===== src/rtl/aol_map.svh =====
// Constants and rule summary for the converter output latch block
// What this block does
// Convert and latch only on encode rising edge
// Result appears one encode cycle later
// Data and flag come from registered latches
// Enabled mode overrange: flag high, data low
// Inhibited mode overrange: flag low, data high
// Flag means overrange only when reporting enabled
// In-range samples keep flag low always
// In-range data is straight binary, bit0 LSB
`ifndef AOL_MAP_SVH
`define AOL_MAP_SVH
`define AOL_DATA_W     8
`define AOL_FIFO_DEPTH 8
`define AOL_ZERO8      8'h00
`define AOL_ONES8      8'hff
`endif


===== src/rtl/aol_pkg.sv =====
// Types shared by the converter output latch block
`default_nettype none
package aol_pkg;
`include "aol_map.svh"
   typedef struct packed {
      logic                    over;
      logic [`AOL_DATA_W-1:0] code;
   } aol_sample_t;
   typedef struct packed {
      logic                    flag;
      logic [`AOL_DATA_W-1:0] bits;
   } aol_word_t;
endpackage
`default_nettype wire


===== src/rtl/aol_sync.sv =====
// Two-flop synchroniser for a level from outside the clock domain
`default_nettype none
module aol_sync #(
   parameter int W = 1
) (
   input  wire logic         mclk,
   input  wire logic         rst_n,
   input  wire logic [W-1:0] d,
   output var  logic [W-1:0] q
);
   logic [W-1:0] meta_r;

   // First stage is read only by the second
   always_ff @(posedge mclk or negedge rst_n) begin
      if (!rst_n) begin
         meta_r <= '0;
         q      <= '0;
      end else begin
         meta_r <= d;
         q      <= meta_r;
      end
   end
endmodule // aol_sync


===== src/rtl/aol_fifo.sv =====
// Flip-flop FIFO with valid/ready on both sides
`default_nettype none
module aol_fifo #(
   parameter int W = 9,
   parameter int D = 8
) (
   input  wire logic         mclk,
   input  wire logic         rst_n,
   input  wire logic         in_valid,
   output var  logic         in_ready,
   input  wire logic [W-1:0] in_data,
   output var  logic         out_valid,
   input  wire logic         out_ready,
   output var  logic [W-1:0] out_data
);
   localparam int AW = (D > 1) ? $clog2(D) : 1;
   // Pointer wrap relies on a power-of-two depth
   if (D < 2 || (1 << AW) != D) begin : g_bad_depth
      $error("aol_fifo: D must be power of 2");
   end
   logic [W-1:0] mem_r [D];
   logic [AW:0]  wp_r;
   logic [AW:0]  rp_r;
   logic         push;
   logic         pop;

   // Full when pointers differ only in the wrap bit
   assign in_ready  = !((wp_r[AW] != rp_r[AW]) &&
                        (wp_r[AW-1:0] == rp_r[AW-1:0]));
   assign out_valid = (wp_r != rp_r);
   assign push      = in_valid && in_ready;
   assign pop       = out_valid && out_ready;
   assign out_data  = mem_r[rp_r[AW-1:0]];

   // Storage writes
   always_ff @(posedge mclk) begin
      if (push) mem_r[wp_r[AW-1:0]] <= in_data;
   end

   // Pointers
   always_ff @(posedge mclk or negedge rst_n) begin
      if (!rst_n) begin
         wp_r <= '0;
         rp_r <= '0;
      end else begin
         if (push) wp_r <= wp_r + 1'b1;
         if (pop)  rp_r <= rp_r + 1'b1;
      end
   end
endmodule // aol_fifo


===== src/rtl/aol_top.sv =====
// Output latch stage of an 8-bit flash converter with overrange coding
`default_nettype none
`include "aol_map.svh"
module aol_top
   import aol_pkg::*;
#(
   parameter int DATA_W = `AOL_DATA_W,
   parameter int DEPTH  = `AOL_FIFO_DEPTH
) (
   input  wire logic              mclk,
   input  wire logic              nrst,
   input  wire logic              encode_p,
   input  wire logic              encode_n,
   input  wire logic              sample_valid,
   output var  logic              sample_ready,
   input  wire aol_sample_t       sample_in,
   input  wire logic              ovr_enable,
   output var  logic [DATA_W-1:0] data_out,
   output var  logic              sample_bit_lsb,
   output var  logic              sample_bit_msb,
   output var  logic              overrange_out,
   output var  logic              latch_updated
);
   // The overrange codes are eight bits wide, so refuse other widths
   if (DATA_W != `AOL_DATA_W) begin : g_bad_width
      $error("aol_top: DATA_W must be 8");
   end

   logic        rst_s1_r;
   logic        rst_n_r;
   logic [1:0]  enc_s;
   logic        ovr_en_s;
   logic        enc_prev_r;
   logic        enc_rise;
   logic        enc_q_valid;
   logic        enc_q_ready;
   aol_sample_t enc_q;
   aol_word_t   conv_r;
   logic        conv_vld_r;
   aol_word_t   word_nxt;
   aol_word_t   out_r;
   logic        upd_r;

   // Reset release through two flops
   always_ff @(posedge mclk or negedge nrst) begin
      if (!nrst) begin
         rst_s1_r <= 1'b0;
         rst_n_r  <= 1'b0;
      end else begin
         rst_s1_r <= 1'b1;
         rst_n_r  <= rst_s1_r;
      end
   end

   // Encode pair and mode pin come from pins, so synchronise them
   aol_sync #(.W(3)) u_sync (
      .mclk  (mclk),
      .rst_n (rst_n_r),
      .d     ({encode_p, encode_n, ovr_enable}),
      .q     ({enc_s, ovr_en_s})
   );

   // Differential edge: true high and complement low
   always_ff @(posedge mclk or negedge rst_n_r) begin
      if (!rst_n_r) enc_prev_r <= 1'b0;
      else          enc_prev_r <= enc_s[1] & ~enc_s[0];
   end
   assign enc_rise = (enc_s[1] & ~enc_s[0]) & ~enc_prev_r;

   // Comparator results wait here until an encode edge takes one
   aol_fifo #(.W($bits(aol_sample_t)), .D(DEPTH)) u_fifo (
      .mclk      (mclk),
      .rst_n     (rst_n_r),
      .in_valid  (sample_valid),
      .in_ready  (sample_ready),
      .in_data   (sample_in),
      .out_valid (enc_q_valid),
      .out_ready (enc_q_ready),
      .out_data  (enc_q)
   );
   // Stall drain except on edges; an empty queue repeats the last code
   assign enc_q_ready = enc_rise;

   // Overrange coding picks polarity by mode; in-range is straight binary
   always_comb begin
      word_nxt = '0;
      if (enc_q.over) begin
         if (ovr_en_s) begin
            word_nxt.flag = 1'b1;
            word_nxt.bits = `AOL_ZERO8;
         end else begin
            word_nxt.flag = 1'b0;
            word_nxt.bits = `AOL_ONES8;
         end
      end else begin
         word_nxt.flag = 1'b0;
         word_nxt.bits = enc_q.code;
      end
   end

   // Conversion stage: sampled on an encode edge
   always_ff @(posedge mclk or negedge rst_n_r) begin
      if (!rst_n_r) begin
         conv_r     <= '0;
         conv_vld_r <= 1'b0;
      end else if (enc_rise) begin
         if (enc_q_valid) conv_r <= word_nxt;
         conv_vld_r <= 1'b1;
      end
   end

   // Output latch: previous conversion moves out on the next edge
   always_ff @(posedge mclk or negedge rst_n_r) begin
      if (!rst_n_r) begin
         out_r <= '0;
         upd_r <= 1'b0;
      end else begin
         upd_r <= enc_rise & conv_vld_r;
         if (enc_rise) out_r <= conv_r;
      end
   end

   // Outputs come straight from latch flops and, except the latch_updated pulse, hold between edges
   assign data_out       = out_r.bits;
   assign sample_bit_lsb = out_r.bits[0];
   assign sample_bit_msb = out_r.bits[DATA_W-1];
   assign overrange_out  = out_r.flag;
   assign latch_updated  = upd_r;
endmodule // aol_top
`default_nettype wire


===== config.mk =====
export PLATFORM = sky130hd
export DESIGN_NAME = aol_top
export DESIGN_NICKNAME = d
export VERILOG_FILES = /design/src/rtl/aol_pkg.sv /design/src/rtl/aol_sync.sv /design/src/rtl/aol_fifo.sv /design/src/rtl/aol_top.sv
export VERILOG_INCLUDE_DIRS = /design/src /design/src/rtl
export SDC_FILE = /design/constraint.sdc
export NUM_CORES = 1
export LEC_CHECK = 0
export BUFFER_PORTS_ARGS = -buffer_cell sky130_fd_sc_hd__buf_2
export CORE_MARGIN = 5
export CORE_UTILIZATION = 60
export DETAILED_ROUTE_END_ITERATION = 10
export GPL_TIMING_DRIVEN = 1
export PLACE_DENSITY = 0.79
export SYNTH_ARGS = -nofsm -noshare
export SYNTH_HDL_FRONTEND = slang
export SYNTH_HIERARCHICAL = 1
export SYNTH_SLANG_ARGS = --single-unit
export TNS_END_PERCENT = 1

===== constraint.sdc =====
create_clock -name mclk -period 2 [get_ports mclk]
set_input_delay 0.3 -clock mclk [delete_from_list [all_inputs] [get_ports mclk]]
set_output_delay 0.3 -clock mclk [all_outputs]
set_load 0.02 [all_outputs]

==> out/metrics.yaml, run 1 <==
status: "complete, but fails checks"
violations: "negative setup slack"
detail-route-antenna-nets: 0
wire_per_inst_um: 17.8
first_global_vias: 2283
synth_edf_count: 72
setup_viol: 1
pwr-share-clk: 0.168
ys_types: 39
clk_path_buf_depth: 2
final_cell_area_um2: 5100
cp.arrival_ns: 1.76
synthArstFlopShare: 0.339
cp_slowest_stage_delay_ns: 0.42
use_met3: 0.0461
fp.coreArea_um2: 7250
die_h_um: 96.2
crit_chain: "xor2_1 > buf_4 > nor4_4 > buf_4 > inv_1 > buf_2"
path_common_cell: "buf_4"
syn_inst: 244
worst_setup_path_end_kind: "primary output"
max_cap_violations: 0
cp-start-kind: "flop"
p_int_mw: 4.89
port-buffer-count: 27
dieArea_um2: 9240
clkTransAtPathRegs_ns: 0.10
design.portCount: 28
leakagePower_nw: 1.91
grt_pass1_wl_um: 11300
path_class: "flop to primary output"
start_util: 0.614
grt.overflow.total: 0
p_comb_frac: 0.405
reg2reg_depth: 7
hold_path_class: "primary input to flop"
die_w_um: 96.2
htree_levels: 3
fin_tns_setup_ns: -0.0607
min_period_over_period: 1.03
drv_slew: 0
powerDensity_nw_per_um2: 1460
globalRouteMet1Util: 0.212
sw_frac_of_total: 0.342
cts_buffers: 9
root_buffer: "clkbuf_8"
clock-sinks: 109
post-route-drc-count: 0
post-route-min-period_ns: 2.06
slowest_stage: "dfrtp_1"
tritoncts: "done"
fillers: 445
layout-drive-gt1-share: 0.351
peakVddDrop_mv: 0.775
row_count: 31
syn_area_per_cell_um2: 18.3
area_delta_synth_final_pct: 14.5
worst_pin_slew_ns: 0.849
slew_headroom: 0.432
grt.total_usage: 0.171
layout.nets: 314
vias_per_cell: 5.60
grt_max_degree: 36
cp.required_ns: 1.70
drtIter0Drc: 65
antenna_cells: 0
timing.final.ws_setup_ns: -0.0607
grt_busiest_layer: "met2"
finalHoldViolations: 0
synth_ff_type: "edfxtp_1"
vias: 2246
grt_use_met2: 0.289
fin_skew_ns: 0.0127
dp_slack_ns: -0.0841
synth_seq_cells: 109
ys_seq_area_frac: 0.693
insertion_delay_ns: 0.37
synthesis.area_um2: 4450
gp_congestion: 0.791
antenna_found_initial: 0
yosys_warnings: 6
crit_path_max_fanout: 3
rsz0062_at_grt: "yes"
min_path_cells: 1
placed_cells: 381
fin_cells: 401
pwr-share-seq: 0.427
max_freq_ghz: 0.485
p_sw_mw: 2.54
syn-num-nets: 261
hpwl_um: 4800
drt_first_pass_iters: 4
total_power_mw: 7.42
routed_wl_um: 7130
place_area_um2: 4810
worst paths after layout:
| path | startpoint | endpoint | slack (ns) |
|---|---|---|---|
| setup / recovery | u_fifo/rp_r[1] | sample_ready | -0.06 |
| hold / removal | ovr_enable | u_sync/meta_r[0] | 0.03 |
| setup reg to reg | u_fifo/rp_r[3] | u_fifo/mem_r[6][4] | 0.04 |
| hold reg to reg | rst_n_r | data_out[3] | 0.28 |
| max in group asynchronous | rst_n_r | u_fifo/wp_r[0] | 1.38 |
| min in group asynchronous | nrst | rst_n_r | 0.23 |
Yosys cell counts, types with 3 or more instances:
| cell | n | area share |
|---|---|---|
| edfxtp_1 | 72 | 0.49 |
| dfrtp_1 | 37 | 0.21 |
| mux4_1 | 18 | 0.11 |
| a21oi_1 | 15 | 0.017 |
| mux2_2 | 12 | 0.030 |
| nor2_1 | 12 | 0.010 |
| mux2_4 | 7 | 0.024 |
| xnor2_1 | 7 | 0.014 |
| buf_6 | 6 | 0.015 |
| inv_1 | 5 | 0.0042 |
| nand2_1 | 5 | 0.0042 |
| xor2_1 | 4 | 0.0079 |
| buf_4 | 3 | 0.0051 |
| nand4_1 | 3 | 0.0042 |
| nor3_1 | 3 | 0.0034 |
per-layer routing:
metal / share of wire / vias up
li1: - / 1058
met1: 0.43 / 1129
met2: 0.51 / 45
met3: 0.039 / 14
met4: 0.018 / 0
met5: 0 / -
through the flow:
stage	hold WS [ns]	utilization
2_1_floorplan	0.00441	-
3_3_place_gp	0.0864	0.663
3_5_place_dp	0.0886	0.663
4_1_cts	0.0123	0.697
6_report	0.0294	0.703
5_1_grt	0.0113	0.703
area by class of cell:
class	count	area, um^2	share of cell area
repair buffers	57	383	0.0751
multi-input cells	115	1290	0.253
inverters	5	22.5	0.00442
clock inverters	7	63.8	0.0125
flip-flops and latches	109	3090	0.606
clock buffers	9	124	0.0243
well taps	99	124	0.0243
kinds of logic after synthesis:
group / count (synthesis) / share of synthesized area
other: 1 / 0.000842
xor gates and xnor gates: 11 / 0.0216
and+or+nand+nor: 37 / 0.0433
buffers and inverters: 20 / 0.0323
adders and majority gates: 2 / 0.00562
AOI/OAI and AO/OA: 26 / 0.0402
muxes: 38 / 0.163
DFF: 109 / 0.693
flip-flops by register name (all words and copies together) (netlist names):
signal / cells
conv_r: 9
conv_vld_r: 1
data_out: 8
enc_prev_r: 1
latch_updated: 1
overrange_out: 1
rst_n_r: 1
rst_s1_r: 1
u_fifo/mem_r: 72
u_fifo/rp_r: 4
u_fifo/wp_r: 4
u_sync/meta_r: 3
u_sync/q: 3
placed cells by master (no fill, tap or decap), types with 4 or more instances in the layout:
cell type | Yosys | routed
nand2_1 | 5 | 5
dfrtp_1 | 37 | 35
mux2_4 | 7 | 7
edfxtp_1 | 72 | 72
mux2_2 | 12 | 12
a21oi_1 | 15 | 14
clkbuf_8 | 0 | 9
inv_1 | 5 | 4
mux4_1 | 18 | 18
xnor2_1 | 7 | 6
buf_2 | 1 | 27
buf_4 | 3 | 27
nor2_1 | 12 | 12
worst max-delay path: cells and delay by family (launching register included):
kind	cells	cell delay [ns]
flip-flops	1	0.42
AND/OR/NAND/NOR	1	0.27
buffers and inverters	4	0.50
XOR/XNOR	1	0.20
power groups by stage:
stage	Sequential (mW)	Combinational [mW]	Clock (mW)
2_1_floorplan	3.27	1.85	0
3_3_place_gp	3.20	2.71	0
3_5_place_dp	3.22	2.76	0
4_1_cts	3.16	2.91	1.28
5_1_grt	3.22	3.24	1.38
6_report	3.17	3.00	1.25
what timing repair did:
action / CTS / global route
resized for setup: 5 / 9
setup endpoints to repair: 36 / 62
hold buffers: 1 / 0
pin swaps: 1 / 1
endpoints found under the hold margin: 2 / 0
setup buffers: 3 / 0
(Power assumes the default switching activity.)
==> inputs of run 2 (changes only) <==
--- a/config.mk
+++ b/config.mk
@@ -10,6 +10,6 @@
 export CORE_MARGIN = 5
-export CORE_UTILIZATION = 60
+export CORE_UTILIZATION = 54
 export DETAILED_ROUTE_END_ITERATION = 10
 export GPL_TIMING_DRIVEN = 1
-export PLACE_DENSITY = 0.79
+export PLACE_DENSITY = 0.75
 export SYNTH_ARGS = -nofsm -noshare
==> constraint.sdc (replaced) <==
create_clock -name mclk -period 1.8 [get_ports mclk]
set_input_delay 0.27 -clock mclk [delete_from_list [all_inputs] [get_ports mclk]]
set_output_delay 0.27 -clock mclk [all_outputs]
set_load 0.05 [all_outputs]
==> run 2 against run 1 <==
Net effect: the flow still finishes with violations (negative setup slack); clock skew hardly changed; count of clock-buffer cells in the layout stayed put; final cell count is 3.2% higher; worst setup slack worse by 0.13 ns; die area is 9.9% higher; sequential power is 9.8% higher; worst hold slack worse by 0.0055 ns; combinational power is 41% higher; critical path type unchanged; highest routed layer unchanged.
==> out/metrics.yaml, run 2 (synthesized netlist as in run 1, its figures left out) <==
area_delta_synth_final_pct: 18.2
dp_slack_ns: -0.234  # -0.150 ns
drv_slew: 0  # unchanged
post-route-min-period_ns: 1.99
r2r_slack_ns: -0.13  # -0.17 ns
cp.arrival_ns: 1.72  # -0.04 ns
start_util: 0.547  # -0.0665
tritoncts: "done"
min_period_over_period: 1.10
antenna_cells: 0  # unchanged
hold_path_class: "primary input to flop"
peakVddDrop_mv: 0.771  # -0.63%
grt_max_degree: 36  # unchanged
root_buffer: "clkbuf_8"
wire_per_inst_um: 18.7  # +5.4%
grt.overflow.total: 0  # unchanged
min_path_cells: 1  # unchanged
placed_cells: 391  # +2.6%
clock-sinks: 109  # unchanged
htree_levels: 3  # unchanged
layout_common_cells: "edfxtp_1 (72), dfrtp_1 (37), buf_2 (26), buf_4 (25), mux4_2 (12)"
worst_setup_path_end_kind: "primary output"
grt_pass1_wl_um: 12400  # +9.6%
timing.hold.ws_ns: 0.0239  # -0.00551 ns
max_cap_violations: 0  # unchanged
fin_tns_setup_ns: -1.99  # -1.93 ns
insertion_delay_ns: 0.36  # about the same
die_h_um: 101  # +4.8%
vias: 2259  # +0.58%
antenna_found_initial: 0  # unchanged
min_from: "encode_n"
layout-drive-gt1-share: 0.430  # +0.0794
clkTransAtPathRegs_ns: 0.11  # about the same
die_w_um: 101  # +4.8%
final_common_cell: "edfxtp_1"
powerDensity_nw_per_um2: 1740  # +19%
grt.total_usage: 0.163  # -0.00853
sw_frac_of_total: 0.372  # +0.0309
clk_path_buf_depth: 2  # unchanged
timing.final.ws_setup_ns: -0.189  # -0.128 ns
setup_viol: 27  # +26
pwr-share-clk: 0.159  # -0.009
r2r-end: "u_fifo/mem_r[7][3]"
violations: "negative setup slack"
post-route-drc-count: 0  # unchanged
cp-start-kind: "flop"
cp.required_ns: 1.53  # -0.17 ns
crit_path_max_fanout: 3  # unchanged
slew_headroom: 0.406  # -0.0260
dieArea_um2: 10200  # +9.9%
fin_cells: 414  # +3.2%
fin_skew_ns: 0.0131  # +0.000463 ns
cts_buffers: 9  # unchanged
max_freq_ghz: 0.503
row_count: 33  # +6.5%
p_comb_frac: 0.460  # +0.055
r2r_start: "u_fifo/rp_r[3]"
port-buffer-count: 27  # unchanged
vias_per_cell: 5.46  # -2.6%
hpwl_um: 5060  # +5.4%
leakagePower_nw: 1.95  # +1.8%
design.portCount: 28  # unchanged
finalHoldViolations: 0  # unchanged
largest_register_ffs: 72  # unchanged
drt_first_pass_iters: 4  # unchanged
drtIter0Drc: 81  # +25%
routed_wl_um: 7760  # +8.8%
layout.nets: 321  # +2.2%
rsz0062_at_grt: "yes"
first_global_vias: 2344  # +2.7%
detail-route-antenna-nets: 0  # unchanged
fp.coreArea_um2: 8130  # +12%
min_to: "u_sync/meta_r[1]"
fin_util: 0.647  # -0.0557
pwr-share-seq: 0.380  # -0.047
status: "complete, but fails checks"
p_sw_mw: 3.41  # +35%
gp_congestion: 0.840  # +6.3%
p_int_mw: 5.75  # +18%
reg2reg_depth: 4  # -3
path_class: "flop to primary output"
worst_pin_slew_ns: 0.888  # +0.0389 ns
run 2: cell types whose count changed in the layout (fill, tap and decap cells not counted), sizes merged:
cell	change
clkinvlp	-2
buf	+5
clkinv	+4
inv	-2
dlygate4sd3	+2
run 2: how the worst max path moves through the flow:
stage,endpoint,slack [ns],start
floorplan,u_fifo/mem_r[1][0],-0.14,u_fifo/wp_r[0]
detailed placement,u_fifo/mem_r[1][1],-0.23,u_fifo/rp_r[3]
global route,sample_ready,-0.28,u_fifo/rp_r[1]
finish,sample_ready,-0.19,u_fifo/rp_r[1]
CTS,sample_ready,-0.22,u_fifo/wp_r[2]
global placement,u_fifo/mem_r[1][2],-0.16,u_fifo/rp_r[3]
run 2: routing by layer:
metal / routed length, um / up-vias / global-route usage
met4: 41 / 0 / 0.0466
met1: 3300 / 1142 / 0.222
met2: 4040 / 56 / 0.262
li1: - / 1057 / -
met5: 0 / - / 0
met3: 383 / 4 / 0.0381
run 2: area by class of cell:
class / count / area [um^2]
inverter: 5 / 22.5
clock inverter: 7 / 86.3
timing repair buffer: 64 / 495
multi-input combinational: 115 / 1320
fill: 550 / 2870
clock buffer: 9 / 124
sequential: 109 / 3090
tap: 105 / 131
run 2: power by group through the flow:
stage	clock network (mW)	logic, mW	registers, mW
2_1_floorplan	0	2.26	3.86
3_3_place_gp	0	3.62	3.51
3_5_place_dp	0	3.68	3.54
4_1_cts	1.50	3.93	3.49
5_1_grt	1.62	4.50	3.54
6_report	1.46	4.22	3.48
run 2: worst max-delay path: stages (launching register included):
cell	delay (ns)
dfrtp_1	0.40
xor2_1	0.18
buf_4	0.16
nor4_4	0.28
buf_4	0.17
inv_2	0.03
buf_6	0.14
run 2: what timing repair did:
item / CTS / global route
hold endpoints to repair: 3 / 1
cloned: 0 / 0
pin swaps: 6 / 10
resized for setup: 17 / 22
endpoints found under the setup margin: 54 / 70
setup buffers: 3 / 1
hold buffers: 2 / 1
run 2: metrics by stage:
step / total power, mW / instance area, um^2
after floorplan: 6.12 / 4500
after global placement: 7.12 / 4910
after detailed placement: 7.22 / 4910
after CTS: 8.91 / 5180
after global routing: 9.65 / 5270
final: 9.16 / 5270
==> inputs of run 3 (changes only) <==
- CTS_CLUSTER_SIZE: default -> 16
- MAX_ROUTING_LAYER: default -> met4
- SKIP_LAST_GASP: default -> 1
==> run 3 against run 2 <==
Net effect: the flow still finishes with violations (negative setup slack); total power shrank 3.4%; via count is 1.2% lower; clock skew hardly changed; non-clock buffer count decreased by 1; critical path depth unchanged; final cell count decreased by 0.24%; design area fell by 1.1%.
==> out/metrics.yaml, run 3 (synthesized netlist as in run 1, its figures left out) <==
status: "complete, but fails checks"
violations: "negative setup slack"
crit_path_max_fanout: 6  # +3
layout_common_cells: "edfxtp_1 (72), dfrtp_1 (37), buf_4 (29), buf_2 (26), mux4_1 (16)"
drt_first_pass_iters: 4  # unchanged
detail-route-antenna-nets: 0  # unchanged
fillers: 553  # +0.55%
dieArea_um2: 10200  # unchanged
row_count: 33  # unchanged
fin_cells: 413  # -0.24%
fin_skew_ns: 0.0132  # +0.0000723 ns
setup_viol: 54  # +100%
timing.final.ws_setup_ns: -0.208  # -0.0192 ns
worst_pin_slew_ns: 0.818  # -0.0701 ns
routed_wl_um: 7570  # -2.5%
port-buffer-count: 27  # unchanged
path_class: "flop to primary output"
min_from: "encode_n"
rsz0062_at_grt: "yes"
antenna_cells: 0  # unchanged
vias: 2232  # -1.2%
max_freq_ghz: 0.498  # -0.96%
cp-start-kind: "flop"
post-route-min-period_ns: 2.01  # +0.0192 ns
design.portCount: 28  # unchanged
grt_pass1_wl_um: 12200  # -1.5%
worst_setup_path_end_kind: "primary output"
grt.overflow.total: 0  # unchanged
die_w_um: 101  # unchanged
hpwl_um: 5060  # unchanged
finalHoldViolations: 0  # unchanged
timing.hold.ws_ns: 0.0267  # +0.00279 ns
clk_path_buf_depth: 2  # unchanged
slew_headroom: 0.453  # +0.0469
clkTransAtPathRegs_ns: 0.11  # about the same
total_power_mw: 8.85  # -3.4%
final_common_cell: "edfxtp_1"
max_cap_violations: 0  # unchanged
layout.nets: 320  # -0.31%
first_global_vias: 2318  # -1.1%
cp.required_ns: 1.53  # about the same
leakagePower_nw: 1.95  # about the same
htree_levels: 3  # unchanged
post-route-drc-count: 0  # unchanged
fin_util: 0.640  # -0.00692
drtIter0Drc: 92  # +14%
area_delta_synth_final_pct: 17.0
largest_register_ffs: 72  # unchanged
fp.coreArea_um2: 8130  # unchanged
tritoncts: "done"
layout-drive-gt1-share: 0.370  # -0.0603
antenna_found_initial: 0  # unchanged
grt.total_usage: 0.164  # +0.00193
min_period_over_period: 1.12  # +0.0107
r2r_start: "u_fifo/rp_r[3]"
vias_per_cell: 5.40  # -0.96%
wire_per_inst_um: 18.3  # -2.3%
powerDensity_nw_per_um2: 1700  # -2.4%
placed_cells: 391  # unchanged
insertion_delay_ns: 0.36  # about the same
peakVddDrop_mv: 0.774  # +0.41%
clock-sinks: 109  # unchanged
cts_buffers: 9  # unchanged
gp_congestion: 0.854  # +1.6%
root_buffer: "clkbuf_8"
die_h_um: 101  # unchanged
startpoint: "u_fifo/rp_r[3]"
grt_max_degree: 36  # unchanged
hold_path_class: "primary input to flop"
drv_slew: 0  # unchanged
cp.arrival_ns: 1.74  # +0.02 ns
dp_slack_ns: -0.234  # unchanged
start_util: 0.547  # unchanged
## run 3: critical path: stages (launching register included)
cell and delay, ns:
dfrtp_1 0.43, xnor2_1 0.18, buf_4 0.18, nor4_4 0.25
buf_4 0.17, inv_2 0.03, buf_6 0.14
## run 3: worst paths after layout
| check | depth (start not counted) | slack [ns] | to |
|---|---|---|---|
| worst min-delay path | 1 | 0.03 | u_sync/meta_r[1] |
| worst max-delay path | 6 | -0.21 | sample_ready |
| max in group asynchronous | 1 | 1.21 | conv_r[3] |
| min in group asynchronous | 2 | 0.21 | rst_n_r |
| worst max register to register | 4 | -0.20 | u_fifo/mem_r[2][7] |
| worst min register to register | 1 | 0.27 | data_out[6] |
## run 3: what timing repair did
action,4_1_cts,5_1_grt
hold buffers,2,0
setup endpoints to repair,54,74
pin swaps,2,1
endpoints found under the hold margin,3,0
gates resized for setup,5,5
buffers inserted,3,1
## run 3: layout make-up
cell class / count / area [um^2] / area share
clock inverter: 7 / 86.3 / 0.0166
timing repair buffer: 63 / 470 / 0.0903
tap: 105 / 131 / 0.0252
clock buffer: 9 / 124 / 0.0238
multi-input combinational: 115 / 1290 / 0.247
inverter: 5 / 22.5 / 0.00432
sequential: 109 / 3090 / 0.593
## run 3: per-layer routing
metal | vias to the layer above | global-route usage | part of all wire | wire length (um)
met3 | 8 | 0.0367 | 0.051 | 389
met5 | - | - | 0 | 0
met4 | 0 | 0.0497 | 0.0075 | 57
met2 | 59 | 0.253 | 0.50 | 3790
li1 | 1063 | - | - | -
met1 | 1102 | 0.221 | 0.44 | 3330
## run 3: power by group
| part | switching [mW] | internal, mW | total (mW) |
|---|---|---|---|
| Clock | 0.899 | 0.561 | 1.46 |
| Sequential | 0.221 | 3.25 | 3.47 |
| Combinational | 2.15 | 1.77 | 3.92 |
| Total | 3.27 | 5.58 | 8.85 |
## run 3: through the flow
step	area (um^2)	setup TNS [ns]
3_3_place_gp	4910	-5.97
2_1_floorplan	4500	-7.17
4_1_cts	5180	-10.43
3_5_place_dp	4910	-8.28
6_report	5210	-6.83
5_1_grt	5210	-11.14
